**config.mk**
```make
export PLATFORM = sky130hd
export DESIGN_NAME = dbg_id_baud_regs
export DESIGN_NICKNAME = d
export VERILOG_FILES = /design/src/dbg_id_baud_pkg.sv /design/src/dbg_id_baud_regs.sv
export VERILOG_INCLUDE_DIRS = /design/src /design/src/src
export SDC_FILE = /design/constraint.sdc
export NUM_CORES = 1
export LEC_CHECK = 0
export BUFFER_PORTS_ARGS = -buffer_cell sky130_fd_sc_hd__buf_2
export CAP_MARGIN = 20
export CORE_AREA = 5 5 93 95
export DETAILED_ROUTE_END_ITERATION = 8
export DIE_AREA = 0 0 98 100
export GPL_TIMING_DRIVEN = 0
export PLACE_DENSITY = 0.82
export SETUP_SLACK_MARGIN = 0.3
export SYNTH_ARGS = -nofsm -noshare
export SYNTH_HDL_FRONTEND = slang
export SYNTH_SLANG_ARGS = --single-unit
export TNS_END_PERCENT = 1
```
**constraint.sdc**
```tcl
create_clock -name CLK -period 3.33 [get_ports CLK]
set_input_delay 0.666 -clock CLK [delete_from_list [all_inputs] [get_ports CLK]]
set_output_delay 0.666 -clock CLK [all_outputs]
set_load 0.01 [all_outputs]
```
**src/dbg_id_baud_params.svh**
```systemverilog
// register offsets, field positions, reset values, baud prescale and a memory type code
`ifndef DBG_ID_BAUD_PARAMS_SVH
`define DBG_ID_BAUD_PARAMS_SVH

`define OFS_BAUD_DIVISOR        32'hfffff220
`define OFS_CHIP_IDENTITY       32'hfffff240
`define OFS_CHIP_IDENTITY_EXT   32'hfffff244
`define OFS_TEST_RESET_FORCE    32'hfffff248

`define DIV_LSB                 0
`define DIV_W                   16
`define DIV_RESET               16'h0000
`define HOLD_BIT                0
`define HOLD_RESET              1'b0
`define BAUD_PRESCALE           16

`define ID_REV_LSB              0
`define ID_CORE_LSB             5
`define ID_PSIZE_LSB            8
`define ID_PSIZE2_LSB           12
`define ID_RAM_LSB              16
`define ID_FAMILY_LSB           20
`define ID_PTYPE_LSB            28
`define ID_MORE_BIT             31

`define MEMTYPE_ROM_FLASH       3'h3

`endif

```
**src/dbg_id_baud_pkg.sv**
```systemverilog
// types for the identity and baud register bank
package dbg_id_baud_pkg;
   typedef struct packed {
      logic [31:0] addr;
      logic [31:0] wdata;
      logic        wr;
      logic        rd;
   } reg_req_t;

   typedef struct packed {
      logic        more_id_flag;
      logic [2:0]  program_memory_type;
      logic [7:0]  family_id;
      logic [3:0]  onchip_ram_size_code;
      logic [3:0]  second_program_memory_size;
      logic [3:0]  program_memory_size;
      logic [2:0]  core_type_code;
      logic [4:0]  revision;
   } chip_identity_t;
endpackage

```
**src/dbg_id_baud_regs.sv**
```systemverilog
// identity, baud divisor and tap reset hold registers
//
// Design decision made here: the address-and-strobe port.
`timescale 1ns/100ps
`include "dbg_id_baud_params.svh"

module dbg_id_baud_regs
   import dbg_id_baud_pkg::*;
#(
   parameter logic [4:0]  REVISION    = 5'h01, // arbitrary value
   parameter logic [2:0]  CORE_TYPE   = 3'h1,  // arbitrary value
   parameter logic [3:0]  PSIZE       = 4'h7,
   parameter logic [3:0]  PSIZE2      = 4'h0,
   parameter logic [3:0]  RAM_SIZE    = 4'h9,
   parameter logic [7:0]  FAMILY      = 8'ha5, // arbitrary value
   parameter logic [2:0]  PTYPE       = 3'h2,
   parameter logic        MORE_ID     = 1'b0,
   parameter logic [31:0] EXTRA_ID    = 32'h0000_0000 // arbitrary value
) (
   // clock and power-on reset
   input  wire logic        CLK,
   input  wire logic        RST_N,
   // register port
   input  wire logic [31:0] ADDR,
   input  wire logic [31:0] WDATA,
   input  wire logic        WR,
   input  wire logic        RD,
   output      logic [31:0] RDATA,
   // baud clock enable, one cycle per baud tick
   output      logic        BAUD_TICK,
   // processor tap reset, active low
   output      logic        TAP_RST_N
);

   // refused at elaboration: an extension word needs the extension flag
   if (MORE_ID == 1'b0 && EXTRA_ID != 32'h0) begin : g_ext_chk
      $error("extension word must be zero without extension flag");
   end

   reg_req_t       req;
   chip_identity_t id;
   logic [15:0]    div_r, div_nxt;
   logic           hold_r, hold_nxt;
   logic [31:0]    rdata_r, rdata_nxt;
   logic [3:0]     pre_r, pre_nxt;
   logic [15:0]    cnt_r, cnt_nxt;
   logic           tick_r, tick_nxt;

   assign req = '{addr: ADDR, wdata: WDATA, wr: WR, rd: RD};

   // fixed identity fields, no storage so software cannot alter them
   always_comb begin
      id.revision                   = REVISION;
      id.core_type_code             = CORE_TYPE;
      id.program_memory_size        = PSIZE;
      id.second_program_memory_size = PSIZE2;
      id.onchip_ram_size_code       = RAM_SIZE;
      id.family_id                  = FAMILY;
      id.program_memory_type        = PTYPE;
      id.more_id_flag               = MORE_ID;
   end

   // register writes and read mux
   always_comb begin
      div_nxt   = div_r;
      hold_nxt  = hold_r;
      rdata_nxt = 32'h0000_0000;
      if (req.wr) begin
         unique case (req.addr)
            `OFS_BAUD_DIVISOR:
               div_nxt = req.wdata[`DIV_LSB +: `DIV_W];
            `OFS_TEST_RESET_FORCE:
               hold_nxt = req.wdata[`HOLD_BIT];
            default: ;
         endcase
      end
      if (req.rd) begin
         unique case (req.addr)
            `OFS_BAUD_DIVISOR:
               rdata_nxt = {16'h0000, div_r};
            `OFS_CHIP_IDENTITY:
               rdata_nxt = id;
            `OFS_CHIP_IDENTITY_EXT:
               rdata_nxt = MORE_ID ? EXTRA_ID : 32'h0;
            `OFS_TEST_RESET_FORCE:
               rdata_nxt = {31'h0, hold_r};
            default:
               rdata_nxt = 32'h0000_0000;
         endcase
      end
   end

   always_ff @(posedge CLK or negedge RST_N) begin
      if (!RST_N) begin
         div_r   <= `DIV_RESET;
         hold_r  <= `HOLD_RESET;
         rdata_r <= 32'h0000_0000;
      end else begin
         div_r   <= div_nxt;
         hold_r  <= hold_nxt;
         rdata_r <= rdata_nxt;
      end
   end

   // baud generator: above divisor one, prescale by 16 then count divisor; a new divisor
   // restarts the count so a slower setting never waits a stale period
   always_comb begin
      pre_nxt  = pre_r;
      cnt_nxt  = cnt_r;
      tick_nxt = 1'b0;
      // restart checked first so leaving divisor one never keeps stale counts
      if (div_nxt != div_r || div_r == 16'h0000) begin
         pre_nxt = 4'h0;
         cnt_nxt = 16'h0000;
      end else if (div_r == 16'h0001) begin
         tick_nxt = 1'b1;
      end else begin
         pre_nxt = pre_r + 4'h1;
         if (pre_r == 4'(`BAUD_PRESCALE - 1)) begin
            if (cnt_r >= div_r - 16'h0001) begin
               cnt_nxt  = 16'h0000;
               tick_nxt = 1'b1;
            end else begin
               cnt_nxt = cnt_r + 16'h0001;
            end
         end
      end
   end

   always_ff @(posedge CLK or negedge RST_N) begin
      if (!RST_N) begin
         pre_r  <= 4'h0;
         cnt_r  <= 16'h0000;
         tick_r <= 1'b0;
      end else begin
         pre_r  <= pre_nxt;
         cnt_r  <= cnt_nxt;
         tick_r <= tick_nxt;
      end
   end

   assign RDATA     = rdata_r;
   assign BAUD_TICK = tick_r;
   // reset is combined with the hold so power-on reset passes at once
   assign TAP_RST_N = RST_N & ~hold_r;

endmodule // dbg_id_baud_regs

```
---- Word-level counts from Yosys, hierarchy flattened ----
Cells that the tools add are included.
storage, ports and cells
  register bits ........................... 70
  latch bits .............................. 0
  memory bits (writable) .................. 0
  bits in read-only memories .............. 0
  output and inout port bits .............. 34
  logic and storage cells ................. 38
  memories kept ........................... 0
operators by class
  add/subtract/negate cells ............... 3
  multipliers ............................. 0
  divide/modulo/power cells ............... 0
  order comparisons ....................... 1
  equal/unequal tests ..................... 7
  shift-type cells ........................ 0
  muxes and demuxes ....................... 14
  bitwise gates (word level) .............. 2
  reduce and logical (&&, ||, !) cells .... 5
operators by type and width
  cell                                                  number
  equality test 32 bit, second input constant           3
  2-to-1 mux 16 bit                                     6
  one-hot mux 30 bit (3 select lines)                   1
  2-to-1 mux 30 bit                                     1
  adder 16 x 1 -> 16 bit, second input constant         1
  equality test 16 x 1 -> 1 bit, second input constant  1
  greater-or-equal comparator 16 bit                    1
  zero test 16 bit                                      1
  != test 16 bit                                        1
  subtractor 16 x 1 -> 16 bit, second input constant    1
  2-to-1 mux 4 bit                                      2
  adder 4 x 1 -> 4 bit, second input constant           1
  equality test 4 bit, second input constant            1
  2-to-1 mux 1 bit                                      4
  AND reduction 2 bit                                   2
  != test 2 bit, second input constant                  1
  nonzero test 2 bit                                    1
  bitwise AND 1 bit                                     1
  logical OR 1 bit                                      1
  inverter 1 bit                                        1

---- Longest topological paths before layout ----
  depth after elaboration ................. 7
  gate-level depth with buffers ........... 16
  mapped depth without buffers ............ 12

---- Worst setup path after synthesis ----
OpenSTA, ideal clock, no wires.
  kind .................................... reg-to-reg
  start ................................... register div_r[3]
  end ..................................... register cnt_r[4]
  library setup time ...................... 0.082 ns
  arrival time ............................ 3.284 ns
  setup slack ............................. -0.036 ns
  stages on the path, launching flop included .. 16
  buffers on the path ..................... 3
  path through ............................ dfrtp_1 > clkbuf_1 > or4_1 > nor3_1 > nand2_1 > or3_1 > nor3_1 > xnor2_1 > ha_1 > a21oi_1 > o21ai_0 > a21oi_1 > clkbuf_1 > buf_2 > nand3_1 > a31oi_1
on the way
  longest elaborated chain between the ends .. 6
RTL lines
  element                                                                         line                                              source
  from (decl)                                                                     dbg_id_baud_regs.sv:42                            logic [15:0] div_r, div_nxt;
  from (signal assigned)                                                          dbg_id_baud_regs.sv:95                            div_r <= `DIV_RESET;
  from (signal assigned)                                                          dbg_id_baud_regs.sv:99                            div_r <= div_nxt;
  subtractor 16 x 1 -> 16 bit / 2-to-1 mux 16 bit (equally long branches)         dbg_id_baud_regs.sv:120, dbg_id_baud_regs.sv:69
  greater-or-equal comparator 16 bit / 2-to-1 mux 16 bit (equally long branches)  dbg_id_baud_regs.sv:120, dbg_id_baud_regs.sv:68
  2-to-1 mux 16 bit / != test 16 bit (equally long branches)                      dbg_id_baud_regs.sv:120, dbg_id_baud_regs.sv:112
  2-to-1 mux 16 bit / logical OR 1 bit (equally long branches)                    dbg_id_baud_regs.sv:119, dbg_id_baud_regs.sv:112
  2-to-1 mux 16 bit, or another cell as far along                                 dbg_id_baud_regs.sv:115                           end else if (div_r == 16'h0001) begin
  2-to-1 mux 16 bit / AND reduction 2 bit (equally long branches)                 --
  to (signal assigned)                                                            dbg_id_baud_regs.sv:137                           cnt_r <= cnt_nxt;
  to (decl)                                                                       dbg_id_baud_regs.sv:46                            logic [15:0] cnt_r, cnt_nxt;
Parallel ways exist; a longest one is shown, timed or not. The select of a mux whose other input is x is not followed.
A chain may end at the register's enable or synchronous reset.

---- Worst setup path after layout ----
  start ................................... register div_r[3]
  end ..................................... register cnt_r[6]
Same word-level chain as after synthesis.

==> out/qor.yml <==
outcome: "finished, final reports clean"
multi_input_comb_area_um2: 2001
seq_area_frac_synth_pct: 38.91
placeableCoreArea_um2: 7647
dpl-instance-area_um2: 4131
dieWidth_um: 98
fin_worst_skew_ns: 0.007503
worst_slew_margin_rel_pct: 46.41
num_cts_buffers: 5
drtPass1Iterations: 4
final_min_period_over_clock_period_pct: 98.23
sum_of_buffers_and_inverters_on_the_critical_path: 4
yosys.cell_types.count: 47
critPathMostFrequentCell: "sky130_fd_sc_hd__nand2_1"
numPortBuffers: 76
final-hold-violation-count: 0
power_leakage_uw: 0.002322
ys_dominant_reg_cell: "sky130_fd_sc_hd__dfrtp_1"
number_of_flip_flops_and_latches_in_the_synthesized_netlist: 55
maximum_number_of_pins_on_one_net_before_global_route_repair: 31
cts-htree-levels: 2
critical-path-max-stage-delay_ns: 0.50
synth_enable_flop_cells: 0
synth-async-reset-ratio_pct: 100.0
crit_path_start_kind: "flop"
antenna_violating_nets_post_route: 0
final_cells: 577
place_congestion: 0.8962
drv_slew: 0
synthesis.instances: 377
worst_skew_pair.late_latency_ns: 0.31
place_hpwl_mm: 6.989
grtUsageTotal_pct: 18.59
route.detailed.vias_per_inst: 5.385
hold_ws_ns: 0.3622
ys_warn_count: 0
worst-setup-path-type: "flop to flop"
antenna_found_initial: 0
critPathRequiredTime_ns: 3.56
cp_cell_sequence: "buf_8 -> or4_4 -> nor3_4 -> and2_1 -> clkbuf_2 -> nand2_1 -> xor2_1 -> ha_1 -> nand2_1 -> o21a_1 -> o211ai_1 -> a21oi_2 -> clkbuf_8 -> buf_4 -> nand3_1 -> a31oi_1"
first_global_vias: 3188
global_route_total_overflow: 0
post_synth.cell_area_avg_um2: 9.382
clock_sinks: 55
worst_ir_drop_vdd_mv: 0.1892
io_pins: 102
drcViolationCount: 0
drt_iter0_drc: 164
period_minus_slack_ns: 3.271
max_freq_mhz: 305.7
insertedDiodeCount: 0
timing.critical_path.arrival_ns: 3.50
design_power_total_uw: 1123
area.sequential_um2: 1379
critical_path.top_delay_family: "simple AND/OR/NAND/NOR gates"
dp_cells: 564
area_growth_pct: 22.32
tightestPinTransition_ns: 0.7965
root_buffer: "sky130_fd_sc_hd__clkbuf_8"
pwr_density_cell_nw_per_um2: 259.5
wl_per_cell_um: 15.79
worst_reg2reg_setup_slack_ns: 0.06
proportion_of_layout_cells_with_a_drive_suffix_above_1_pct: 32.21
drt_wl_total_mm: 9.112
die_area_um2: 9800
via_count: 3107
layout.filler_cells: 667
grt_setup_unrepaired: "yes"
core.rowCount: 32
clockBufferDepth: 2
worst-path-max-fanout: 7
critPathCaptureType: "flop"
crit_slowest_cell: "sky130_fd_sc_hd__or4_4"
finalSetupViolations: 0
hold_class: "input pin to async pin"
syn-cell-area_um2: 3537
max_cap_violations: 0
grt_pass1_wl_mm: 14.92
dieHeight_um: 100
design_area_um2: 4327
worst_path_clk_slew_ns: 0.10
start_util_pct: 46.25
tritoncts: "yes"
num-nets-final: 562
## worst reg2reg max path: stages (launching register included)
cell                       delay, ns
sky130_fd_sc_hd__dfrtp_1        0.40
sky130_fd_sc_hd__buf_8          0.13
sky130_fd_sc_hd__or4_4          0.50
sky130_fd_sc_hd__nor3_4         0.16
sky130_fd_sc_hd__and2_1         0.16
sky130_fd_sc_hd__clkbuf_2       0.16
sky130_fd_sc_hd__nand2_1        0.08
sky130_fd_sc_hd__xor2_1         0.15
sky130_fd_sc_hd__ha_1           0.33
sky130_fd_sc_hd__nand2_1        0.09
sky130_fd_sc_hd__o21a_1         0.15
sky130_fd_sc_hd__o211ai_1       0.13
sky130_fd_sc_hd__a21oi_2        0.18
sky130_fd_sc_hd__clkbuf_8       0.18
sky130_fd_sc_hd__buf_4          0.13
sky130_fd_sc_hd__nand3_1        0.07
sky130_fd_sc_hd__a31oi_1        0.18
## flip-flops by register name, summed over array words and instances, names as in the netlist
name / cells
pre_r: 4
BAUD_TICK: 1
RDATA: 17
hold_r: 1
div_r: 16
cnt_r: 16
## stage by stage
step	worst slack, ns	utilization [%]	setup TNS [ns]
finish	0.05899	56.58	0
global route	-0.06892	56.58	-0.5183
CTS	0.1003	56.23	0
detailed placement	-0.2181	54.02	-2.206
global placement	-0.07051	53.76	-0.5600
floorplan	0.2340	-	0
## repair_timing
action                                 in CTS  in global routing
gates resized for setup                    12                 10
setup endpoints to repair                  17                 17
buffers inserted                            5                  0
hold buffers                                0                  0
pin swaps                                   6                  8
endpoints found under the hold margin       0                  0
## placed cells by master, fill, tap and decap left out, types with 4 or more instances in the layout
cell	n
sky130_fd_sc_hd__ha_1	20
sky130_fd_sc_hd__mux2_4	10
sky130_fd_sc_hd__or4_4	4
sky130_fd_sc_hd__dfrtp_1	53
sky130_fd_sc_hd__a21oi_2	5
sky130_fd_sc_hd__nor2_1	16
sky130_fd_sc_hd__and3_1	13
sky130_fd_sc_hd__a21oi_1	9
sky130_fd_sc_hd__buf_2	76
sky130_fd_sc_hd__xnor2_1	8
sky130_fd_sc_hd__nand3_1	26
sky130_fd_sc_hd__mux2_2	7
sky130_fd_sc_hd__xor2_1	25
sky130_fd_sc_hd__buf_4	20
sky130_fd_sc_hd__clkbuf_1	13
sky130_fd_sc_hd__o21a_1	5
sky130_fd_sc_hd__nor3_1	9
sky130_fd_sc_hd__conb_1	9
sky130_fd_sc_hd__a31oi_1	11
sky130_fd_sc_hd__nor4_1	11
sky130_fd_sc_hd__nand4_1	10
sky130_fd_sc_hd__inv_1	8
sky130_fd_sc_hd__nand2_1	48
sky130_fd_sc_hd__clkbuf_8	6
## cells in the mapped netlist, types with 4 or more instances
master / number / area [um^2]
sky130_fd_sc_hd__dfrtp_1: 55 / 1376
sky130_fd_sc_hd__a31oi_1: 11 / 68.82
sky130_fd_sc_hd__nand3_1: 26 / 130.1
sky130_fd_sc_hd__nor4_1: 12 / 75.07
sky130_fd_sc_hd__and3_1: 13 / 81.33
sky130_fd_sc_hd__a21oi_1: 13 / 65.06
sky130_fd_sc_hd__mux2_2: 7 / 78.83
sky130_fd_sc_hd__ha_1: 20 / 250.2
sky130_fd_sc_hd__nand4_1: 10 / 62.56
sky130_fd_sc_hd__clkbuf_1: 17 / 63.81
sky130_fd_sc_hd__mux2_4: 10 / 150.1
sky130_fd_sc_hd__inv_1: 8 / 30.03
sky130_fd_sc_hd__nor2_1: 16 / 60.06
sky130_fd_sc_hd__nor3_1: 11 / 55.05
sky130_fd_sc_hd__nand2_1: 49 / 183.9
sky130_fd_sc_hd__o21a_1: 5 / 37.54
sky130_fd_sc_hd__xor2_1: 25 / 219.0
sky130_fd_sc_hd__buf_4: 15 / 112.6
sky130_fd_sc_hd__o21ai_0: 4 / 20.02
sky130_fd_sc_hd__xnor2_1: 8 / 70.07
## report_power, final
group | total, uW | internal [uW] | switching (uW)
sequential | 667 | 667 | 0.00000355
clock | 374 | 152 | 222
combinational | 81.9 | 38.5 | 43.3
## worst paths after layout
| kind | from | to | cells past startpoint |
|---|---|---|---|
| max | div_r[3] | cnt_r[6] | 16 |
| min | RST_N | cnt_r[4] | 1 |
| max reg2reg | div_r[3] | cnt_r[6] | 16 |
| min reg2reg | pre_r[3] | pre_r[3] | 2 |
| max in group asynchronous | RST_N | div_r[5] | 2 |
| min in group CLK | pre_r[3] | pre_r[3] | 2 |
## routing by layer
metal,vias up,GRT usage (%),wire [um]
met2,102,31.78,4723
met3,15,3.197,526
li1,1495,-,-
met5,-,0,0
met4,0,7.668,219
met1,1495,23.36,3642
## cell type report
type,count,share of cell area (%)
Sequential cell,55,31.87
Timing Repair Buffer,82,10.12
Tap cell,102,2.950
Multi-Input combinational cell,286,46.24
Buffer,36,6.044
Clock inverter,2,0.4049
Clock buffer,6,1.677
Inverter,8,0.6940
## cell families after synthesis
group | synth area share [%]
AOI/OAI and AO/OA | 6.863
xor gates and xnor gates | 8.171
adders and majority gates | 7.075
buffers and inverters | 7.181
DFF | 38.91
muxes | 6.756
other | 0.1060
and+or+nand+nor | 24.94
(Power assumes the default switching activity.)
